$ cat config.mk
export PLATFORM = sky130hd
export DESIGN_NAME = scmc_mode_ctrl
export DESIGN_NICKNAME = d
export VERILOG_FILES = /design/src/scmc_pkg.sv /design/src/scmc_frac_div.sv /design/src/scmc_mode_ctrl.sv
export SDC_FILE = /design/constraint.sdc
export NUM_CORES = 1
export LEC_CHECK = 0
export ABC_AREA = 1
export BUFFER_PORTS_ARGS = -buffer_cell sky130_fd_sc_hd__clkbuf_2
export CAP_MARGIN = 15
export CORE_UTILIZATION = 60
export CTS_CLUSTER_SIZE = 16
export DETAILED_ROUTE_END_ITERATION = 12
export PLACE_DENSITY = 0.92
export RECOVER_POWER = 50
export SETUP_SLACK_MARGIN = 0.02
export SYNTH_ARGS = -nofsm -noshare
export SYNTH_HDL_FRONTEND = slang
export SYNTH_SLANG_ARGS = --single-unit
$ cat constraint.sdc
create_clock -name clk -period 10.2 [get_ports clk]
set_input_delay 0.51 -clock clk [delete_from_list [all_inputs] [get_ports clk]]
set_output_delay 0.51 -clock clk [all_outputs]
set_load 0.02 [all_outputs]
$ cat src/scmc_pkg.sv
// shared constants and carriers for the serializer clock mode control
package scmc_pkg;

  // register offsets
  localparam logic [7:0] ADDR_MODE = 8'h03;
  localparam logic [7:0] ADDR_FMT = 8'h04;
  localparam logic [7:0] ADDR_OSC = 8'h05;
  localparam logic [7:0] ADDR_CLKCFG = 8'h06;
  localparam logic [7:0] ADDR_CLKN = 8'h07;
  localparam logic [7:0] ADDR_PCFG = 8'h10;
  localparam logic [7:0] ADDR_PTYPE = 8'h11;

  // mode codes
  localparam logic [2:0] MODE_SYNC = 3'h0;
  localparam logic [2:0] MODE_EXT = 3'h2;
  localparam logic [2:0] MODE_INT = 3'h3;
  localparam logic [2:0] MODE_COMPAT = 3'h5;

  // field positions
  localparam int MODE_OVR_BIT = 4;
  localparam int OSC_FULL_BIT = 3;
  localparam int FMT_OVR_BIT = 0;
  localparam int FMT_RAW12_BIT = 1;
  localparam int CLK_M_LSB = 0;
  localparam int CLK_M_W = 5;
  localparam int CLK_DIV_LSB = 5;
  localparam int PCFG_LONG_BIT = 0;
  localparam int PCFG_YUV_BIT = 1;
  localparam int PCFG_DTEN_BIT = 2;

  // reset values
  localparam logic [2:0] MODE_RST = 3'h0;
  localparam logic [4:0] M_RST = 5'h01;
  localparam logic [1:0] DIV_CODE_RST = 2'h0;
  localparam logic [7:0] N_RST = 8'h01;
  localparam logic [7:0] PCFG_RST = 8'h00;
  localparam logic [7:0] PTYPE_RST = 8'h00;
  // pin idles high while running
  localparam logic PDB_RST = 1'b1;

  // predivider codes 0,1,2 give 4,8,16
  localparam logic [4:0] DIV_4 = 5'h04;
  localparam logic [4:0] DIV_8 = 5'h08;
  localparam logic [4:0] DIV_16 = 5'h10;

  // forward rate over predivider must stay below this
  localparam logic [15:0] FC_DIV_LIMIT_MHZ = 16'h041A;

  // packet data types
  localparam logic [5:0] DT_RAW10 = 6'h2B;
  localparam logic [5:0] DT_RAW12 = 6'h2C;
  localparam logic [5:0] DT_YUV_LO = 6'h18;
  localparam logic [5:0] DT_YUV_HI = 6'h1F;
  localparam logic [5:0] DT_LONG_LO = 6'h10;

  typedef struct packed {
    logic wr;
    logic rd;
    logic [7:0] addr;
    logic [7:0] wdata;
  } scmc_reg_req_s;

  typedef struct packed {
    logic valid;
    logic [5:0] dt;
  } scmc_pkt_s;

  function automatic logic mode_legal(input logic [2:0] m);
    return (m == MODE_SYNC) || (m == MODE_EXT) || (m == MODE_INT) ||
           (m == MODE_COMPAT);
  endfunction

  function automatic logic [4:0] div_value(input logic [1:0] code);
    unique case (code)
      2'h1: return DIV_8;
      2'h2: return DIV_16;
      default: return DIV_4;
    endcase
  endfunction

endpackage

$ cat src/scmc_frac_div.sv
// fractional divider producing the sensor reference clock level
`timescale 1ns/1ps
module scmc_frac_div #(
  parameter int MW = 5,
  parameter int NW = 8,
  parameter int DW = 5
) (
  // clock and reset
  input wire logic clk,
  input wire logic rst,
  // control
  input wire logic en,
  input wire logic tick,
  input wire logic [MW-1:0] mult,
  input wire logic [NW-1:0] ndiv,
  input wire logic [DW-1:0] prediv,
  // output
  output logic clk_lvl,
  output logic clk_edge
);

  localparam int AW = NW + DW + 1;

  typedef struct packed {
    logic [AW-1:0] acc;
    logic lvl;
    logic edge_p;
  } scmc_div_s;

  scmc_div_s cs;
  scmc_div_s nx;
  logic [AW-1:0] limit;
  logic [AW-1:0] sum;

  // each toggle is half a period, so step by twice the multiplier
  always_comb begin
    nx = cs;
    nx.edge_p = 1'b0;
    limit = AW'(prediv) * AW'(ndiv);
    sum = cs.acc + AW'({mult, 1'b0});
    if (!en || (limit == '0)) begin
      nx.acc = '0;
      nx.lvl = 1'b0;
    end else if (tick) begin
      // integer ndiv/mult toggles on a fixed count, otherwise dithers
      if (sum >= limit) begin
        nx.acc = sum - limit;
        nx.lvl = !cs.lvl;
        nx.edge_p = 1'b1;
      end else begin
        nx.acc = sum;
      end
    end
  end

  always_ff @(posedge clk) begin
    if (rst) begin
      cs <= '0;
    end else begin
      cs <= nx;
    end
  end

  assign clk_lvl = cs.lvl;
  assign clk_edge = cs.edge_p;

endmodule

$ cat src/scmc_mode_ctrl.sv
// clocking mode selection, reference mux and compat configuration
`timescale 1ns/1ps
// What this block does
// - synchronous mode uses the back-channel clock for link and sensor clock.
// - external clock mode derives link and sensor clock from external input.
// - internal mode uses the always-on oscillator as link reference.
// - sensor clock output is disabled in internal oscillator mode.
// - mode field 0x03[2:0] always shows the current operating mode.
// - mode field writable only while override bit 4 is one.
// - strap value captured into mode field on power-down input rising.
// - mode codes are 0 sync, 2 ext, 3 internal, 5 parallel compat.
// - override plus write of 101 selects parallel compat external mode.
// - sensor clock is rate times M over predivider times N, rate-limited.
// - integer N/M gives clean output, otherwise dithered jitter.
// - register 0x04 overrides compat pixel format to raw10 or raw12.
// - register 0x10 chooses long, YUV and typed packets in compat mode.
// - type filter enable accepts packets whose type matches register 0x11.
// - raw12 low-frequency format is unsupported; raw10 and raw12 HF only.
module scmc_mode_ctrl #(
  parameter logic DEFAULT_RAW12 = 1'b0
) (
  // clock and reset
  input wire logic clk,
  input wire logic rst,
  // register access
  input scmc_pkg::scmc_reg_req_s reg_req,
  output logic [7:0] reg_rdata,
  output logic reg_rvalid,
  // power-down and strap
  input wire logic power_down_input,
  input wire logic [2:0] mode_strap,
  // reference sources as one-cycle ticks, and the forward rate in MHz
  input wire logic bc_ref_tick,
  input wire logic ext_ref_tick,
  input wire logic osc_ref_tick,
  input wire logic [15:0] fc_rate_mhz,
  // forward channel reference, live mode and oscillator rate setting
  output logic fc_ref_tick,
  output logic [2:0] op_mode,
  output logic internal_osc_full_rate,
  // sensor reference clock
  output logic sensor_clk,
  output logic sensor_clk_edge,
  output logic sensor_clk_oe,
  output logic rate_err,
  // parallel compat packet filter
  output logic parallel_compat_mode,
  output logic compat_raw12,
  input scmc_pkg::scmc_pkt_s pkt_in,
  output logic pkt_accept,
  output logic pkt_accept_valid
);

  typedef struct packed {
    logic [2:0] mode;
    logic ovr;
    logic osc_full;
    logic fmt_ovr;
    logic fmt_raw12;
    logic [4:0] m;
    logic [1:0] div_code;
    logic [7:0] n;
    logic [7:0] pcfg;
    logic [7:0] ptype;
    logic pdb_q;
    logic [7:0] rdata;
    logic rvalid;
    logic fc_tick;
    logic oe;
    logic rate_err;
    logic acc;
    logic acc_valid;
  } scmc_regs_s;

  scmc_regs_s cs;
  scmc_regs_s nx;
  logic [4:0] prediv;
  logic [15:0] rate_limit;
  logic raw12_sel;
  logic pkt_hit;

  assign prediv = scmc_pkg::div_value(cs.div_code);
  assign raw12_sel = cs.fmt_ovr ? cs.fmt_raw12 : DEFAULT_RAW12;

  always_comb begin
    nx = cs;
    nx.rvalid = 1'b0;
    nx.acc_valid = 1'b0;
    nx.pdb_q = power_down_input;
    rate_limit = 16'(prediv) * scmc_pkg::FC_DIV_LIMIT_MHZ;
    pkt_hit = 1'b0;

    if (reg_req.wr) begin
      unique case (reg_req.addr)
        scmc_pkg::ADDR_MODE: begin
          nx.ovr = reg_req.wdata[scmc_pkg::MODE_OVR_BIT];
          // the override bit of the same write unlocks the field
          if (reg_req.wdata[scmc_pkg::MODE_OVR_BIT] &&
              scmc_pkg::mode_legal(reg_req.wdata[2:0])) begin
            nx.mode = reg_req.wdata[2:0];
          end
        end
        scmc_pkg::ADDR_FMT: begin
          nx.fmt_ovr = reg_req.wdata[scmc_pkg::FMT_OVR_BIT];
          // only raw10 or raw12 HF can be chosen
          nx.fmt_raw12 = reg_req.wdata[scmc_pkg::FMT_RAW12_BIT];
        end
        scmc_pkg::ADDR_OSC: begin
          nx.osc_full = reg_req.wdata[scmc_pkg::OSC_FULL_BIT];
        end
        scmc_pkg::ADDR_CLKCFG: begin
          nx.m = reg_req.wdata[scmc_pkg::CLK_M_LSB +: scmc_pkg::CLK_M_W];
          nx.div_code = reg_req.wdata[scmc_pkg::CLK_DIV_LSB +: 2];
        end
        scmc_pkg::ADDR_CLKN: begin
          nx.n = reg_req.wdata;
        end
        scmc_pkg::ADDR_PCFG: begin
          nx.pcfg = reg_req.wdata;
        end
        scmc_pkg::ADDR_PTYPE: begin
          nx.ptype = reg_req.wdata;
        end
        default: begin
        end
      endcase
    end

    // strap capture wins over a register write in the same cycle
    if (power_down_input && !cs.pdb_q) begin
      nx.mode = mode_strap;
    end

    if (reg_req.rd) begin
      nx.rvalid = 1'b1;
      unique case (reg_req.addr)
        scmc_pkg::ADDR_MODE: nx.rdata = {3'h0, cs.ovr, 1'b0, cs.mode};
        scmc_pkg::ADDR_FMT: nx.rdata = {6'h00, cs.fmt_raw12, cs.fmt_ovr};
        scmc_pkg::ADDR_OSC: nx.rdata = {4'h0, cs.osc_full, 3'h0};
        scmc_pkg::ADDR_CLKCFG: nx.rdata = {1'b0, cs.div_code, cs.m};
        scmc_pkg::ADDR_CLKN: nx.rdata = cs.n;
        scmc_pkg::ADDR_PCFG: nx.rdata = cs.pcfg;
        scmc_pkg::ADDR_PTYPE: nx.rdata = cs.ptype;
        default: nx.rdata = 8'h00;
      endcase
    end

    // reference mux follows the live mode field
    unique case (cs.mode)
      scmc_pkg::MODE_SYNC: nx.fc_tick = bc_ref_tick;
      scmc_pkg::MODE_EXT: nx.fc_tick = ext_ref_tick;
      scmc_pkg::MODE_INT: nx.fc_tick = osc_ref_tick;
      scmc_pkg::MODE_COMPAT: nx.fc_tick = ext_ref_tick;
      default: nx.fc_tick = 1'b0;
    endcase

    // divider output at or above the limit is unusable, so the pin is dropped
    nx.rate_err = fc_rate_mhz >= rate_limit;
    nx.oe = (cs.mode != scmc_pkg::MODE_INT) && (cs.mode != 3'h1) &&
            !nx.rate_err && scmc_pkg::mode_legal(cs.mode);

    if (pkt_in.valid) begin
      nx.acc_valid = 1'b1;
      if (cs.mode == scmc_pkg::MODE_COMPAT) begin
        if (cs.pcfg[scmc_pkg::PCFG_DTEN_BIT] &&
            (pkt_in.dt == cs.ptype[5:0])) begin
          pkt_hit = 1'b1;
        end
        if (pkt_in.dt == (raw12_sel ? scmc_pkg::DT_RAW12 :
                                      scmc_pkg::DT_RAW10)) begin
          pkt_hit = 1'b1;
        end
        if (cs.pcfg[scmc_pkg::PCFG_YUV_BIT] &&
            (pkt_in.dt >= scmc_pkg::DT_YUV_LO) &&
            (pkt_in.dt <= scmc_pkg::DT_YUV_HI)) begin
          pkt_hit = 1'b1;
        end
        if (cs.pcfg[scmc_pkg::PCFG_LONG_BIT] &&
            (pkt_in.dt >= scmc_pkg::DT_LONG_LO)) begin
          pkt_hit = 1'b1;
        end
        nx.acc = pkt_hit;
      end else begin
        // outside compat mode the filter is transparent
        nx.acc = 1'b1;
      end
    end
  end

  always_ff @(posedge clk) begin
    if (rst) begin
      cs <= '0;
      cs.mode <= scmc_pkg::MODE_RST;
      cs.m <= scmc_pkg::M_RST;
      cs.div_code <= scmc_pkg::DIV_CODE_RST;
      cs.n <= scmc_pkg::N_RST;
      cs.pcfg <= scmc_pkg::PCFG_RST;
      cs.ptype <= scmc_pkg::PTYPE_RST;
      cs.pdb_q <= scmc_pkg::PDB_RST; // no false capture after reset
    end else begin
      cs <= nx;
    end
  end

  // sensor clock runs on the same selected reference as the link
  scmc_frac_div #(
    .MW(5),
    .NW(8),
    .DW(5)
  ) u_div (
    .clk(clk),
    .rst(rst),
    .en(cs.oe),
    .tick(cs.fc_tick),
    .mult(cs.m),
    .ndiv(cs.n),
    .prediv(prediv),
    .clk_lvl(sensor_clk),
    .clk_edge(sensor_clk_edge)
  );

  assign reg_rdata = cs.rdata;
  assign reg_rvalid = cs.rvalid;
  assign fc_ref_tick = cs.fc_tick;
  assign op_mode = cs.mode;
  assign internal_osc_full_rate = cs.osc_full;
  assign sensor_clk_oe = cs.oe;
  assign rate_err = cs.rate_err;
  assign parallel_compat_mode = cs.mode == scmc_pkg::MODE_COMPAT;
  assign compat_raw12 = raw12_sel;
  assign pkt_accept = cs.acc;
  assign pkt_accept_valid = cs.acc_valid;

  logic pdb_rise;
  assign pdb_rise = power_down_input && !cs.pdb_q;

  a_sync_ref_src: assert property (
    @(posedge clk) disable iff (rst)
    (cs.mode == scmc_pkg::MODE_SYNC) |=> fc_ref_tick == $past(bc_ref_tick))
    else $error("sync mode not on back-channel reference");

  a_ext_ref_src: assert property (
    @(posedge clk) disable iff (rst)
    ((cs.mode == scmc_pkg::MODE_EXT) || (cs.mode == scmc_pkg::MODE_COMPAT))
    |=> fc_ref_tick == $past(ext_ref_tick))
    else $error("external mode not on external reference");

  a_int_ref_src: assert property (
    @(posedge clk) disable iff (rst)
    (cs.mode == scmc_pkg::MODE_INT) |=> fc_ref_tick == $past(osc_ref_tick))
    else $error("internal mode not on oscillator");

  a_int_clk_off: assert property (
    @(posedge clk) disable iff (rst)
    (cs.mode == scmc_pkg::MODE_INT) [*2] |=> !sensor_clk_oe && !sensor_clk)
    else $error("sensor clock active in internal mode");

  a_strap_capture: assert property (
    @(posedge clk) disable iff (rst)
    pdb_rise |=> op_mode == $past(mode_strap))
    else $error("strap not captured on power-down release");

  a_mode_locked: assert property (
    @(posedge clk) disable iff (rst)
    (reg_req.wr && !reg_req.wdata[scmc_pkg::MODE_OVR_BIT] && !pdb_rise)
    |=> $stable(op_mode))
    else $error("mode changed without override");

  a_override_compat: assert property (
    @(posedge clk) disable iff (rst)
    (reg_req.wr && (reg_req.addr == scmc_pkg::ADDR_MODE) &&
     (reg_req.wdata == 8'h15) && !pdb_rise)
    |=> parallel_compat_mode ##1 fc_ref_tick == $past(ext_ref_tick))
    else $error("override to compat mode failed");

  a_mode_readback: assert property (
    @(posedge clk) disable iff (rst)
    (reg_req.rd && (reg_req.addr == scmc_pkg::ADDR_MODE))
    |=> reg_rvalid && (reg_rdata[2:0] == $past(op_mode)))
    else $error("mode field read back wrong");

  a_type_match: assert property (
    @(posedge clk) disable iff (rst)
    (pkt_in.valid && parallel_compat_mode &&
     cs.pcfg[scmc_pkg::PCFG_DTEN_BIT] && (pkt_in.dt == cs.ptype[5:0]))
    |=> pkt_accept_valid && pkt_accept)
    else $error("matching type packet dropped");

  a_rate_limit: assert property (
    @(posedge clk) disable iff (rst)
    (fc_rate_mhz >= 16'(prediv) * scmc_pkg::FC_DIV_LIMIT_MHZ)
    |=> rate_err && !sensor_clk_oe)
    else $error("sensor clock kept past the rate limit");

  a_illegal_code: assert property (
    @(posedge clk) disable iff (rst)
    (reg_req.wr && (reg_req.addr == scmc_pkg::ADDR_MODE) &&
     reg_req.wdata[scmc_pkg::MODE_OVR_BIT] &&
     !scmc_pkg::mode_legal(reg_req.wdata[2:0]) && !pdb_rise)
    |=> $stable(op_mode))
    else $error("illegal mode code accepted");

  a_raw_format: assert property (
    @(posedge clk) disable iff (rst)
    (pkt_in.valid && parallel_compat_mode &&
     (pkt_in.dt == (compat_raw12 ? scmc_pkg::DT_RAW12 :
                                   scmc_pkg::DT_RAW10)))
    |=> pkt_accept_valid && pkt_accept)
    else $error("base format packet dropped");

  a_pkt_answer: assert property (
    @(posedge clk) disable iff (rst)
    pkt_in.valid
    |=> pkt_accept_valid && ($past(parallel_compat_mode) || pkt_accept))
    else $error("packet header left without a verdict");

  c_override_write: cover property (
    @(posedge clk) disable iff (rst)
    reg_req.wr && (reg_req.addr == scmc_pkg::ADDR_MODE) &&
    reg_req.wdata[scmc_pkg::MODE_OVR_BIT]);

  c_strap_release: cover property (
    @(posedge clk) disable iff (rst) pdb_rise);

  c_sensor_edge: cover property (
    @(posedge clk) disable iff (rst) sensor_clk_oe && sensor_clk_edge);

  c_compat_accept: cover property (
    @(posedge clk) disable iff (rst)
    pkt_accept_valid && pkt_accept && parallel_compat_mode);

  c_rate_error: cover property (
    @(posedge clk) disable iff (rst) rate_err && !sensor_clk_oe);

endmodule

==> flow_summary.json <==
{
  "wl_per_cell_microns": 15.3,
  "post_cts.repair.setup_buffers": 0,
  "grt_max_degree": 29,
  "synthCells": 758,
  "crit_arrival_ps": 5630,
  "ys.flop_type": "dfxtp_1",
  "cp-end-kind": "flop",
  "ant_nets": 0,
  "startpoint_type": "flop",
  "die_h_microns": 96.0,
  "antennaDiodeCount": 0,
  "grtUsageTotal": 0.317,
  "ys_warn_count": 0,
  "synth_common_cells": "nand2_1, inv_1, dfxtp_1, a21oi_1, ha_1",
  "slew_headroom": 0.171,
  "yosysSeqAreaShare": 0.257,
  "die-area_sq_um": 9210,
  "clk-insertion-delay-late_ps": 350,
  "synth_edf_count": 0,
  "ys_top_cells_by_area": "dfxtp_1, ha_1, nand2_1, inv_1, a21oi_1",
  "syn_area_sq_um": 5300,
  "slew_viol_final": 0,
  "layout_setup_ws_ps": 4810,
  "max_freq_ghz": 0.186,
  "busiest_layer": "met2",
  "async_flop_share": 0,
  "first_pass_iters": 5,
  "synth_nets": 866,
  "nFillCells": 714,
  "cp_slowest_cell": "ha_1",
  "fin_nets": 916,
  "use_met3": 0.0442,
  "drive_above_1_share": 0.126,
  "rsz0062_at_grt": "false",
  "antenna_found_initial": 0,
  "power_density_nw_per_um2": 101,
  "clk_pin_slew_worst_paths_ps": 80,
  "pin_count": 72,
  "viasPerCell": 5.79,
  "dieWidth_microns": 96.0,
  "routed_wl_microns": 14000,
  "hpwl_microns": 10900,
  "place_inst": 902,
  "synth.distinct_cells": 48,
  "skew_ps": 7.37,
  "outcome": "completed",
  "place_ws_ps": 4940,
  "htree_levels": 3,
  "num_rows": 33,
  "cts_tree": "built",
  "synth_top_area_cell": "dfxtp_1",
  "layoutNonFillerInstCount": 917,
  "setup_viol": 0,
  "routabilityCongestion": 0.932,
  "grtUsageMet1": 0.360,
  "vias": 5312,
  "cp_common_cell": "ha_1",
  "ctsRootBufferMaster": "clkbuf_8",
  "cp_max_fo": 13,
  "cts-buffers-inserted": 9,
  "start_util": 0.632,
  "synth_seq_cells": 68,
  "drcViolationCount": 0,
  "synth.avg_cell_area_sq_um": 6.99,
  "criticalPathCategory": "reg2reg",
  "timing.final.crit_share": 0.528,
  "critPathRequiredTime_ps": 10440,
  "yosysMostFrequentCell": "nand2_1",
  "ctsLongestPathBuffers": 2,
  "core_sq_um": 8380,
  "cp_slowest_stage_delay_ps": 500,
  "grt_pass1_wl_microns": 22700,
  "cts_resized": 0,
  "synth_top_area_share": 0.257,
  "numClockSinks": 68,
  "ir_drop_mv": 0.0534,
  "syn2layout_area_growth_pct": 8.76,
  "hold_viol_final": 0,
  "period_minus_slack_ps": 5390,
  "maxCapViolations": 0,
  "tns_ps": 0,
  "hold_buffers": 0,
  "first_iter_violations": 336,
  "first_global_vias": 5083,
  "hold_path_class": "in2reg",
  "p_leak_nw": 2.77,
  "worst_slew_pin_slew_ps": 1240,
  "grtUsageMet2": 0.571,
  "port_buffers": 68,
  "grt_overflow": 0
}
power breakdown:
part	internal, W	leakage, nW	switching, W
combinational	0.0000198	2.12	0.0000376
sequential	0.000268	0.550	0.00000389
clock	0.000137	0.105	0.000115
cells in the final DEF (no fill, tap or decap), types with 5 or more instances in the layout:
master    count
dfxtp_1      68
clkbuf_1     23
o22ai_1      13
ha_1         49
inv_1       131
nand2_2      12
nand4_1      12
a21oi_1      62
o21ai_0      46
clkbuf_2     46
a211oi_1      9
a21oi_2       5
clkbuf_8      9
nor3_1       12
nand3_2      14
nand2_1     141
nor2_1       46
fa_1          9
o21a_1        5
nand3_1      35
xor2_1       13
worst paths after layout:
| kind | cells after the start | slack [ps] | startpoint | end |
|---|---|---|---|---|
| setup / recovery | 25 | 4810 | cs[39] | u_div.cs[13] |
| hold / removal | 3 | 350 | power_down_input | cs[14] |
| setup reg to reg | 25 | 4810 | cs[39] | u_div.cs[13] |
| hold reg to reg | 2 | 470 | reg_rdata[7] | reg_rdata[7] |
per-layer routing:
layer,wire [microns],up-vias
li1,-,2592
met1,5570,2432
met2,6870,236
met3,940,52
met4,618,0
met5,0,-
sequential cells by signal (all words and copies together), names as in the netlist:
signal	flops
cs	35
u_div.clk_lvl	1
op_mode	3
reg_rvalid	1
u_div.clk_edge	1
fc_ref_tick	1
reg_rdata	8
rate_err	1
pkt_accept_valid	1
pkt_accept	1
internal_osc_full_rate	1
u_div.cs	13
sensor_clk_oe	1
layout make-up:
class                           instances  area [sq um]  area share
Multi-Input combinational cell        526          3240       0.561
Inverter                              134           505      0.0877
Tap cell                              105           131      0.0228
Clock inverter                          6          90.1      0.0156
Clock buffer                            9           124      0.0215
Timing Repair Buffer                   69           317      0.0549
Sequential cell                        68          1360       0.236
stage by stage:
step | cell area, sq um | hold slack (ps) | power [W] | util
after global placement | 5590 | 445 | 0.000332 | 0.667
after global routing | 5760 | 370 | 0.000600 | 0.688
after floorplan | 5300 | 430 | 0.000314 | -
final | 5760 | 347 | 0.000581 | 0.688
after detailed placement | 5590 | 458 | 0.000335 | 0.667
after CTS | 5800 | 343 | 0.000581 | 0.692
critical path, delay by kind of cell, from the launching register on:
family,cells,cell delay [ps]
fa+ha+maj,7,2620
simple gates,12,1600
flops,1,380
buf+inv,3,280
compound gates,2,240
xor+xnor,1,160
cells by family (layout without fill, tap and decap cells):
group	count (synthesis)	count (layout)	synth area share
buf+inv	164	218	0.131
fa+ha+maj	58	58	0.150
compound gates	165	165	0.182
xor+xnor	16	16	0.0264
simple gates	287	287	0.254
flops	68	68	0.257
No activity file was read; power rests on OpenSTA's default activity.
